`config.mk`:
```
export PLATFORM = sky130hd
export DESIGN_NAME = bus_wait_ctrl
export DESIGN_NICKNAME = d
export VERILOG_FILES = /design/src/shared/bus_wait_pkg.sv /design/src/design/bus_wait_ctrl.sv
export SDC_FILE = /design/constraint.sdc
export NUM_CORES = 1
export LEC_CHECK = 0
export BUFFER_PORTS_ARGS = -buffer_cell sky130_fd_sc_hd__clkbuf_2
export CORE_MARGIN = 3
export CORE_UTILIZATION = 50
export DETAILED_ROUTE_END_ITERATION = 6
export PLACE_DENSITY_LB_ADDON = 0.08
export SETUP_SLACK_MARGIN = 0.5
export SYNTH_ARGS = -nofsm -noshare
export SYNTH_HDL_FRONTEND = slang
export SYNTH_SLANG_ARGS = --single-unit
```
`constraint.sdc`:
```
create_clock -name clk_sys -period 3.5 [get_ports clk_sys]
set_clock_uncertainty 0.1 [all_clocks]
set_input_delay 0.35 -clock clk_sys [delete_from_list [all_inputs] [get_ports clk_sys]]
set_output_delay 0.35 -clock clk_sys [all_outputs]
set_load 0.05 [all_outputs]
```
`src/shared/bus_wait_pkg.sv`:
```
// Constants and types for the external area bus configuration and wait control block.
package bus_wait_pkg;
   // Register indices; byte address is four times the index.
   localparam logic [7:0] IDX_WIDTH_SEL = 8'hEC;
   localparam logic [7:0] IDX_STATE_SEL = 8'hED;
   localparam logic [7:0] IDX_WAIT_MODE = 8'hEE;
   localparam logic [7:0] IDX_WAIT_EN = 8'hEF;
   localparam logic [7:0] IDX_STATUS = 8'hF0;
   localparam int ADDR_W = 12;
   // Reset values.
   localparam logic [7:0] RST_WIDTH_SEL = 8'hFF;
   localparam logic [7:0] RST_STATE_SEL = 8'hFF;
   localparam logic [7:0] RST_WAIT_MODE = 8'hF3;
   localparam logic [7:0] RST_WAIT_EN = 8'hFF;
   // Field positions of the wait mode and count register.
   localparam int WMODE_LSB = 2;
   localparam int WCOUNT_LSB = 0;
   localparam logic [3:0] WAIT_UNUSED_ONES = 4'hF;
   localparam logic [1:0] RESP_OKAY = 2'h0;
   localparam logic [1:0] RESP_SLVERR = 2'h2;

   typedef enum logic [1:0]
   {
      WM_PROGRAMMED = 2'b00,
      WM_NONE = 2'b01,
      WM_PIN = 2'b10,
      WM_PIN_AUTO = 2'b11
   } wait_mode_t;

   typedef struct packed
   {
      wait_mode_t mode;
      logic [1:0] count;
   } wait_cfg_t;

   typedef enum logic [2:0]
   {
      ST_IDLE = 3'b000,
      ST_T1 = 3'b001,
      ST_T2 = 3'b010,
      ST_TW = 3'b011,
      ST_T3 = 3'b100
   } acc_state_t;

   function automatic logic [ADDR_W-1:0] regAddr(input logic [7:0] idx);
      regAddr = {2'h0, idx, 2'h0};
   endfunction
endpackage

```
`src/design/bus_wait_ctrl.sv`:
```
// External area bus width, access state and wait-state control with an AXI4-Lite register slave.
`timescale 1ns/10ps
module bus_wait_ctrl
   import bus_wait_pkg::*;
(
   // Clock and reset.
   input wire logic clk_sys,
   input wire logic sys_rst,
   // AXI4-Lite slave.
   input wire logic [ADDR_W-1:0] s_axi_awaddr,
   input wire logic s_axi_awvalid,
   output logic s_axi_awready,
   input wire logic [31:0] s_axi_wdata,
   input wire logic [3:0] s_axi_wstrb,
   input wire logic s_axi_wvalid,
   output logic s_axi_wready,
   output logic [1:0] s_axi_bresp,
   output logic s_axi_bvalid,
   input wire logic s_axi_bready,
   input wire logic [ADDR_W-1:0] s_axi_araddr,
   input wire logic s_axi_arvalid,
   output logic s_axi_arready,
   output logic [31:0] s_axi_rdata,
   output logic [1:0] s_axi_rresp,
   output logic s_axi_rvalid,
   input wire logic s_axi_rready,
   // External access sequencing.
   input wire logic accStart,
   input wire logic [2:0] accArea,
   input wire logic extWait,
   output logic accBusy,
   output logic accDone,
   output logic accByteWide,
   output logic accWaitState
);
   logic [7:0] widthSel_q, stateSel_q, waitEn_q, wByte_q;
   wait_cfg_t waitCfg_q;
   logic awHeld_q, wHeld_q, wLane_q, rdHit_d, wrHit_d, pinWait_q;
   logic [ADDR_W-1:0] awAddr_q;
   logic [31:0] rdData_d;
   acc_state_t state_q;
   logic [2:0] area_q;
   logic [1:0] waitCnt_q;

   // Write address and data are taken in either order and held.
   always_ff @(posedge clk_sys)
   begin
      if (sys_rst)
      begin
         awHeld_q <= 1'b0;
         wHeld_q <= 1'b0;
         awAddr_q <= '0;
         wByte_q <= 8'h00;
         wLane_q <= 1'b0;
         s_axi_awready <= 1'b1;
         s_axi_wready <= 1'b1;
      end
      else if (awHeld_q && wHeld_q)
      begin
         awHeld_q <= 1'b0;
         wHeld_q <= 1'b0;
      end
      else
      begin
         if (s_axi_awvalid && s_axi_awready)
         begin
            awHeld_q <= 1'b1;
            awAddr_q <= s_axi_awaddr;
            s_axi_awready <= 1'b0;
         end
         if (s_axi_wvalid && s_axi_wready)
         begin
            wHeld_q <= 1'b1;
            wByte_q <= s_axi_wdata[7:0];
            wLane_q <= s_axi_wstrb[0];
            s_axi_wready <= 1'b0;
         end
         if (s_axi_bvalid && s_axi_bready)
            {s_axi_awready, s_axi_wready} <= 2'h3;
      end
   end
   always_comb
   begin
      wrHit_d = (awAddr_q == regAddr(IDX_WIDTH_SEL)) || (awAddr_q == regAddr(IDX_STATE_SEL))
         || (awAddr_q == regAddr(IDX_WAIT_MODE)) || (awAddr_q == regAddr(IDX_WAIT_EN));
   end
   // Write response after both halves are held.
   always_ff @(posedge clk_sys)
   begin
      if (sys_rst)
      begin
         s_axi_bvalid <= 1'b0;
         s_axi_bresp <= RESP_OKAY;
      end
      else if (awHeld_q && wHeld_q)
      begin
         s_axi_bvalid <= 1'b1;
         s_axi_bresp <= wrHit_d ? RESP_OKAY : RESP_SLVERR;
      end
      else if (s_axi_bready)
      begin
         s_axi_bvalid <= 1'b0;
      end
   end

   // Configuration registers, byte lane 0 only.
   always_ff @(posedge clk_sys)
   begin
      if (sys_rst)
      begin
         widthSel_q <= RST_WIDTH_SEL;
         stateSel_q <= RST_STATE_SEL;
         waitCfg_q <= RST_WAIT_MODE[3:0];
         waitEn_q <= RST_WAIT_EN;
      end
      else if (awHeld_q && wHeld_q && wLane_q)
      begin
         if (awAddr_q == regAddr(IDX_WIDTH_SEL))
            widthSel_q <= wByte_q;
         if (awAddr_q == regAddr(IDX_STATE_SEL))
            stateSel_q <= wByte_q;
         if (awAddr_q == regAddr(IDX_WAIT_MODE))
            waitCfg_q <= wByte_q[3:0];
         if (awAddr_q == regAddr(IDX_WAIT_EN))
            waitEn_q <= wByte_q;
      end
   end

   always_comb
   begin
      rdHit_d = 1'b1;
      rdData_d = 32'h0000_0000;
      if (s_axi_araddr == regAddr(IDX_WIDTH_SEL))
         rdData_d[7:0] = widthSel_q;
      else if (s_axi_araddr == regAddr(IDX_STATE_SEL))
         rdData_d[7:0] = stateSel_q;
      else if (s_axi_araddr == regAddr(IDX_WAIT_MODE))
         rdData_d[7:0] = {WAIT_UNUSED_ONES, waitCfg_q};
      else if (s_axi_araddr == regAddr(IDX_WAIT_EN))
         rdData_d[7:0] = waitEn_q;
      else if (s_axi_araddr == regAddr(IDX_STATUS))
         rdData_d[7:0] = {accWaitState, accBusy, 3'h0, area_q};
      else
         rdHit_d = 1'b0;
   end
   // Read channel answers one cycle after the address is taken.
   always_ff @(posedge clk_sys)
   begin
      if (sys_rst)
      begin
         s_axi_rvalid <= 1'b0;
         s_axi_rdata <= 32'h0000_0000;
         s_axi_rresp <= RESP_OKAY;
         s_axi_arready <= 1'b1;
      end
      else if (s_axi_arvalid && s_axi_arready)
      begin
         s_axi_rvalid <= 1'b1;
         s_axi_rdata <= rdData_d;
         s_axi_rresp <= rdHit_d ? RESP_OKAY : RESP_SLVERR;
         s_axi_arready <= 1'b0;
      end
      else if (s_axi_rready)
      begin
         s_axi_rvalid <= 1'b0;
         s_axi_arready <= 1'b1;
      end
   end

   // Access sequencer: T1, T2, optional waits, T3 for three-state areas.
   always_ff @(posedge clk_sys)
   begin
      if (sys_rst)
      begin
         state_q <= ST_IDLE;
         area_q <= 3'h0;
         waitCnt_q <= 2'h0;
         pinWait_q <= 1'b0;
         accDone <= 1'b0;
         accByteWide <= 1'b0;
      end
      else
      begin
         accDone <= 1'b0;
         case (state_q)
            ST_IDLE:
               if (accStart)
               begin
                  area_q <= accArea;
                  accByteWide <= widthSel_q[accArea];
                  state_q <= ST_T1;
               end
            ST_T1:
               state_q <= ST_T2;
            ST_T2:
               if (!stateSel_q[area_q])
               begin
                  accDone <= 1'b1;
                  state_q <= ST_IDLE;
               end
               else if (!waitEn_q[area_q])
               begin
                  pinWait_q <= 1'b1;
                  state_q <= extWait ? ST_TW : ST_T3;
               end
               else
               begin
                  case (waitCfg_q.mode)
                     WM_PROGRAMMED:
                     begin
                        pinWait_q <= 1'b0;
                        waitCnt_q <= waitCfg_q.count - 2'h1;
                        state_q <= (waitCfg_q.count == 2'h0) ? ST_T3 : ST_TW;
                     end
                     WM_NONE:
                        state_q <= ST_T3;
                     WM_PIN:
                     begin
                        pinWait_q <= 1'b1;
                        state_q <= extWait ? ST_TW : ST_T3;
                     end
                     WM_PIN_AUTO:
                     begin
                        pinWait_q <= 1'b0;
                        waitCnt_q <= waitCfg_q.count - 2'h1;
                        state_q <= (extWait && waitCfg_q.count != 2'h0) ? ST_TW : ST_T3;
                     end
                     default:
                        state_q <= ST_T3;
                  endcase
               end
            ST_TW:
               if (pinWait_q ? !extWait : (waitCnt_q == 2'h0))
                  state_q <= ST_T3;
               else if (!pinWait_q)
                  waitCnt_q <= waitCnt_q - 2'h1;
            ST_T3:
            begin
               accDone <= 1'b1;
               state_q <= ST_IDLE;
            end
            default:
               state_q <= ST_IDLE;
         endcase
      end
   end
   always_ff @(posedge clk_sys)
   begin
      if (sys_rst)
      begin
         accBusy <= 1'b0;
         accWaitState <= 1'b0;
      end
      else
      begin
         accBusy <= (state_q == ST_IDLE) ? accStart : !(state_q == ST_T3 || (state_q == ST_T2 && !stateSel_q[area_q]));
         accWaitState <= (state_q == ST_T2 && stateSel_q[area_q] && waitCfg_q.mode != WM_NONE
            && (waitEn_q[area_q] ? (waitCfg_q.mode == WM_PIN ? extWait
            : (waitCfg_q.mode == WM_PROGRAMMED ? waitCfg_q.count != 2'h0 : extWait && waitCfg_q.count != 2'h0))
            : extWait)) || (state_q == ST_TW && !(pinWait_q ? !extWait : waitCnt_q == 2'h0))
            || (state_q == ST_T2 && stateSel_q[area_q] && !waitEn_q[area_q] && extWait);
      end
   end

   a_width_latch: assert property (@(posedge clk_sys) disable iff (sys_rst)
      (state_q == ST_IDLE && accStart) |=> (accByteWide == widthSel_q[area_q]))
      else $error("Bus width not taken from area width bit.");
   a_two_state: assert property (@(posedge clk_sys) disable iff (sys_rst)
      (state_q == ST_IDLE && accStart && !stateSel_q[accArea]) |-> ##3 accDone)
      else $error("Two-state access did not end after two states.");
   a_no_wait_mode: assert property (@(posedge clk_sys) disable iff (sys_rst)
      (state_q == ST_T2 && stateSel_q[area_q] && waitEn_q[area_q] && waitCfg_q.mode == WM_NONE) |=> state_q == ST_T3)
      else $error("Waits inserted in no-wait mode.");
   a_prog_count: assert property (@(posedge clk_sys) disable iff (sys_rst)
      (state_q == ST_T2 && stateSel_q[area_q] && waitEn_q[area_q] && waitCfg_q.mode == WM_PROGRAMMED
      && waitCfg_q.count == 2'h3) |=> (state_q == ST_TW) [*3] ##1 state_q == ST_T3)
      else $error("Programmed wait count not honoured.");
   a_mode_decode: assert property (@(posedge clk_sys) disable iff (sys_rst)
      (state_q == ST_T2 && stateSel_q[area_q] && waitEn_q[area_q] && waitCfg_q.mode == WM_PIN && !extWait)
      |=> state_q == ST_T3)
      else $error("Pin wait mode entered wait without the pin.");
   a_area_enable: assert property (@(posedge clk_sys) disable iff (sys_rst)
      (state_q == ST_T2 && stateSel_q[area_q] && !waitEn_q[area_q] && !extWait) |=> state_q == ST_T3)
      else $error("Disabled area got controller waits.");
   a_pin_mode0: assert property (@(posedge clk_sys) disable iff (sys_rst)
      (state_q == ST_T2 && stateSel_q[area_q] && !waitEn_q[area_q] && extWait) |=> state_q == ST_TW)
      else $error("Pin wait mode 0 ignored the wait pin.");
   a_two_no_wait: assert property (@(posedge clk_sys) disable iff (sys_rst)
      (state_q == ST_T2 && !stateSel_q[area_q]) |=> (state_q == ST_IDLE && accDone))
      else $error("Two-state access got wait states.");
endmodule

```
======== After elaboration in Yosys (flattened, before gate mapping) ========
Cells that the tools add are included.
storage, ports and cells
  bits in registers ....................... 81
  input bits .............................. 72
  output and inout port bits .............. 45
cells by class
  reduce and logical (&&, ||, !) cells .... 49
  bitwise operators ....................... 1
  $add $sub $neg .......................... 2
  muxes and demuxes ....................... 52
  equality and inequality tests ........... 25
  order comparisons ....................... 2
operator list
  kind                    count
  $eq A12 B10 Y1 const B  9
  $mux W8                 5
  $mux W1                 25
  $pmux W3 S4             2
  $mux W3                 7
  $reduce_and A2 Y1       10
  $logic_and A1 B1 Y1     14
  $mux W2                 7
  $ne A2 B2 Y1 const B    7
  $reduce_bool A2 Y1      6
  $bmux W1 S3             3
  $lt A3 B4 Y1 const B    2
  $eq A3 B2 Y1 const B    2
  $logic_not A2 Y1        3
  $logic_or A1 B1 Y1      6
  $reduce_and A6 Y1       1
  $logic_not A1 Y1        5
  $eq A2 B2 Y1 const B    2
  $pmux W1 S2             2
  $pmux W2 S2             1
  $reduce_or A2 Y1        2
  $sub A2 B1 Y2 const B   2
  $eq A3 B1 Y1 const B    1
  $eq A3 B3 Y1 const B    1
  6 further kinds         6

======== Longest topological paths before layout ========
  depth in word-level cells ............... 8
  depth in mapped cells ................... 7
  gate-level depth less buffers ........... 7

======== Worst setup path before layout ========
OpenSTA, ideal clock, no wires.
  kind .................................... register to register
  from .................................... register area_q[1]
  to ...................................... register accWaitState
  cell stages (with the launch flop) ...... 7
  clock period less this slack ............ 1.895 ns
  data arrival time ....................... 1.667 ns
  required time ........................... 3.272 ns
  slack ................................... 1.605 ns
  path buffers ............................ 1
  path through ............................ dfxtp_1 > buf_6 > mux4_2 > mux2_4 > a31o_2 > a31oi_1 > nor2_1
on the way
  cells in the longest elaborated chain, start to end .. 7
RTL lines
  what                           line                                        text
  start, declared                bus_wait_ctrl.sv:42                         logic [2:0] area_q;
  start signal, assigned         bus_wait_ctrl.sv:189                        area_q <= accArea;
  $bmux W1 S3                    bus_wait_ctrl.sv:257, bus_wait_ctrl.sv:261
  $mux W1 (implied by the code)  bus_wait_ctrl.sv:257, bus_wait_ctrl.sv:261
  $logic_and A1 B1 Y1            bus_wait_ctrl.sv:257, bus_wait_ctrl.sv:261
  $logic_and A1 B1 Y1            bus_wait_ctrl.sv:257                        accWaitState <= (state_q == ST_T2 && stateSel_q[area_q] && waitCfg_q.mode != WM_NONE
  $logic_and A1 B1 Y1            bus_wait_ctrl.sv:258                        && (waitEn_q[area_q] ? (waitCfg_q.mode == WM_PIN ? extWait
  $logic_or A1 B1 Y1             bus_wait_ctrl.sv:260                        : extWait)) || (state_q == ST_TW && !(pinWait_q ? !extWait : waitCnt_q == 2'h0))
  $logic_or A1 B1 Y1 (*)         bus_wait_ctrl.sv:261                        || (state_q == ST_T2 && stateSel_q[area_q] && !waitEn_q[area_q] && extWait);
  end signal, assigned           bus_wait_ctrl.sv:257
  end, declared                  bus_wait_ctrl.sv:34                         output logic accWaitState
Mark *: on every way between the ends. The rest lies on a longest branch, timed or not. The select of a mux whose other input is x is not followed.
A chain may end at the register's enable or synchronous reset.

======== Worst setup path after layout ========
  from .................................... register awAddr_q[6]
  to ...................................... register widthSel_q[4]
on the way
  cells in the longest elaborated chain, start to end .. 2
RTL lines
  what                                line                  text
  start, declared                     bus_wait_ctrl.sv:39   logic [ADDR_W-1:0] awAddr_q;
  start signal, assigned              bus_wait_ctrl.sv:68   awAddr_q <= s_axi_awaddr;
  $eq A12 B10 Y1                      bus_wait_ctrl.sv:118  if (awAddr_q == regAddr(IDX_WIDTH_SEL))
  $reduce_and A2 Y1 (no source line)  -
  end signal, assigned                bus_wait_ctrl.sv:119  widthSel_q <= wByte_q;
  end, declared                       bus_wait_ctrl.sv:36   logic [7:0] widthSel_q, stateSel_q, waitEn_q, wByte_q;
Every way passes these cells.

==> flow_metrics.py <==
metrics = {
    "run_status": {
        "status": "finished, final reports clean",
    },
    "clock_network": {
        "cts_sinks": 79,
        "clkTransAtPathRegs_ns": 0.08,
        "clk_latency_ns": 0.35,
        "cts_setup_buffers": 0,
        "cts_resized": 0,
        "cts_tree": "done",
        "ctsHoldBuffers": 0,
        "cts_buffers": 9,
        "cts_buffer_depth": 2,
        "cts_root_buffer": "clkbuf_8",
        "ctsHtreeMaxLevel": 3,
    },
    "hold_path": {
        "min_to": "awAddr_q[9]$_SDFFE_PP0P_",
        "min_from": "s_axi_awaddr[9]",
        "hold_class": "primary input to flip-flop",
        "whs_path_depth": 3,
    },
    "timing": {
        "final_hold_viol_count": 0,
        "max_slew_margin_pct": 39.4,
        "setup_tns_ns": 0,
        "worst_slew_pin_slew_ns": 0.902,
        "setup_ws_ns": 1.28,
        "period_needed_ns": 2.22,
        "max_freq_ghz": 0.451,
        "rsz0062_at_grt": "no",
        "slew_violations": 0,
        "finalCritPeriodShare_pct": 63.3,
        "setup_viol": 0,
    },
    "die": {
        "initial_core_util_pct": 51.8,
        "io_pins": 117,
        "dieArea_um2": 9150,
        "die_w_um": 95.7,
        "die_h_um": 95.7,
        "core_um2": 7770,
        "num_rows": 32,
    },
    "detailed_routing": {
        "ant_nets": 0,
        "drt_pass1_iterations": 4,
        "routed_via_density": 5.39,
        "vias": 3257,
        "drt_iter0_drc": 176,
        "post_drt_wl_per_cell_um": 14.5,
        "drc": 0,
        "drt_wl_total_mm": 8.78,
    },
    "critical_path": {
        "crit_fanout": 16,
        "crit_required_ns": 3.65,
        "reg2reg_from": "awAddr_q[6]$_SDFFE_PP0P_",
        "arrival_ns": 2.37,
        "setup.worst_path.end_class": "flip-flop",
        "reg2regPathDepth": 5,
        "critPathLaunchType": "flip-flop",
        "r2r_slack_ns": 1.28,
        "r2r_end": "widthSel_q[4]$_SDFFE_PP1P_",
        "critPathKind": "flip-flop to flip-flop",
    },
    "power_and_ir_drop": {
        "combPwrFrac_pct": 14.7,
        "clkPwrFrac_pct": 39.2,
        "seqPwrFrac_pct": 46.0,
        "total_power_mw": 2.15,
        "p_sw_mw": 0.605,
        "p_sw_share_pct": 28.2,
        "p_per_area_nw_per_um2": 476,
        "p_int_mw": 1.54,
        "p_leak_nw": 1.80,
        "ir_worst_vdd_v": 0.000244,
    },
    "synth": {
        "syn-cell-area_um2": 4020,
        "synth-async-reset-ratio_pct": 0,
        "syn_inst": 447,
        "synth.distinct_cells": 59,
        "synth_warnings": 0,
        "ys_seq_area_share_pct": 39.3,
        "yosys_most_used_dff": "dfxtp_1",
        "synthMostInstantiatedCell": "dfxtp_1",
        "synth_common_cells": "dfxtp_1, nand2_1, nor2_1, mux2i_1, a21oi_1",
        "synth.top_cell.area_share_pct": 39.3,
        "synth_area_leaders": "dfxtp_1, mux2i_1, buf_4",
        "ys_ff_latch": 79,
        "synth-edff-count": 0,
        "yosys.area.top_type": "dfxtp_1",
        "synth_area_per_cell_um2": 9.00,
    },
    "placement": {
        "hpwl_mm": 6.50,
        "io_buffer_count": 63,
        "pre_cts_ws_ns": 1.29,
        "place.gp.congestion": 0.809,
    },
    "grt": {
        "overflow": 0,
        "grt_pass1_wl_mm": 14.2,
        "antenna_found_initial": 0,
        "grt_max_degree": 43,
        "grt_pass1_vias": 2927,
        "grt_util_all_layers_pct": 20.0,
    },
    "final_layout": {
        "nNetsFinal": 573,
        "n_antenna_cell": 0,
        "area.growth.synth_to_final_pct": 12.3,
        "drive_gt1_share_pct": 20.3,
    },
    "run": {
        "cap_violations": 0,
    },
}
## metal layers
layer | track usage (%) | share of wire [%] | up-vias
li1 | - | - | 1639
met1 | 29.5 | 50 | 1521
met2 | 29.4 | 43 | 89
met3 | 3.79 | 6.0 | 8
met4 | 6.40 | 1.1 | 0
met5 | 0 | 0 | -
## worst max-delay path, cell delays in order (launching register included)
cell      delay, ns
dfxtp_1        0.32
nand4b_1       0.23
or3_1          0.45
nor4_4         0.61
nor2b_1        0.12
a211o_1        0.29
## state kept, by name, indices dropped and copies added, names as in the netlist, 2 cells and up
register     flops
s_axi_rdata      8
wByte_q          8
waitEn_q         8
stateSel_q       8
awAddr_q        12
state_q          3
area_q           3
waitCnt_q        2
widthSel_q       8
waitCfg_q        4
## how the worst max path moves through the flow
| stage | slack, ns | startpoint | to |
|---|---|---|---|
| 2_1_floorplan | 1.60 | area_q[1]$_SDFFE_PP0P_ | accWaitState$_SDFF_PP0_ |
| 3_3_place_gp | 1.32 | awAddr_q[6]$_SDFFE_PP0P_ | widthSel_q[6]$_SDFFE_PP1P_ |
| 3_5_place_dp | 1.29 | wHeld_q$_SDFFE_PP0P_ | widthSel_q[4]$_SDFFE_PP1P_ |
| 4_1_cts | 1.28 | awAddr_q[6]$_SDFFE_PP0P_ | widthSel_q[4]$_SDFFE_PP1P_ |
| 5_1_grt | 1.07 | wHeld_q$_SDFFE_PP0P_ | widthSel_q[7]$_SDFFE_PP1P_ |
| 6_report | 1.28 | awAddr_q[6]$_SDFFE_PP0P_ | widthSel_q[4]$_SDFFE_PP1P_ |
## cell type report
class / count / area [µm²]
fill: 713 / 3250
inverter: 15 / 56.3
clock inverter: 6 / 115
tap: 102 / 128
sequential: 79 / 1580
timing repair buffer: 67 / 345
clock buffer: 10 / 138
multi-input combinational: 325 / 2150
## logic make-up (layout without fill, tap and decap cells)
kind of cell    Yosys count  in the layout  share of synthesized area [%]
compound gates           90             90                           15.7
fa+ha+maj                 4              4                           1.24
buf+inv                  68             98                           9.49
flops                    79             79                           39.3
mux                      42             42                           12.2
other cells               1             26                         0.0933
simple gates            163            163                           21.9
## power groups by stage
stage	Combinational [mW]	Sequential [mW]	Clock [mW]
global placement	0.312	1.01	0
detailed placement	0.316	1.01	0
finish	0.316	0.989	0.843
floorplan	0.250	1.03	0
CTS	0.317	0.988	0.860
global route	0.345	0.997	0.908
## cells in the final DEF (no fill, tap or decap), types with 3 or more instances in the layout
master	instances
o31a_1	3
nand3b_1	5
a31oi_1	5
clkbuf_8	10
o21ai_0	8
nand3_1	10
a211o_1	18
bufinv_16	3
nand2_1	49
ha_1	4
a311oi_1	4
buf_4	4
conb_1	26
nor2b_1	14
mux2i_1	33
nand2b_1	14
nor3_1	8
a211oi_1	5
mux2_2	3
dfxtp_1	79
nor2_1	40
inv_1	15
mux4_2	5
clkbuf_2	63
a21oi_1	28
## stage by stage
stage	area, µm²	utilization [%]	hold WS [ns]	cells
global placement	4260	54.9	0.338	588
floorplan	4120	-	0.331	472
detailed placement	4260	54.9	0.346	588
CTS	4520	58.1	0.0956	604
global route	4520	58.1	0.103	604
finish	4520	58.1	0.106	604
No activity file was read; power rests on OpenSTA's default activity.
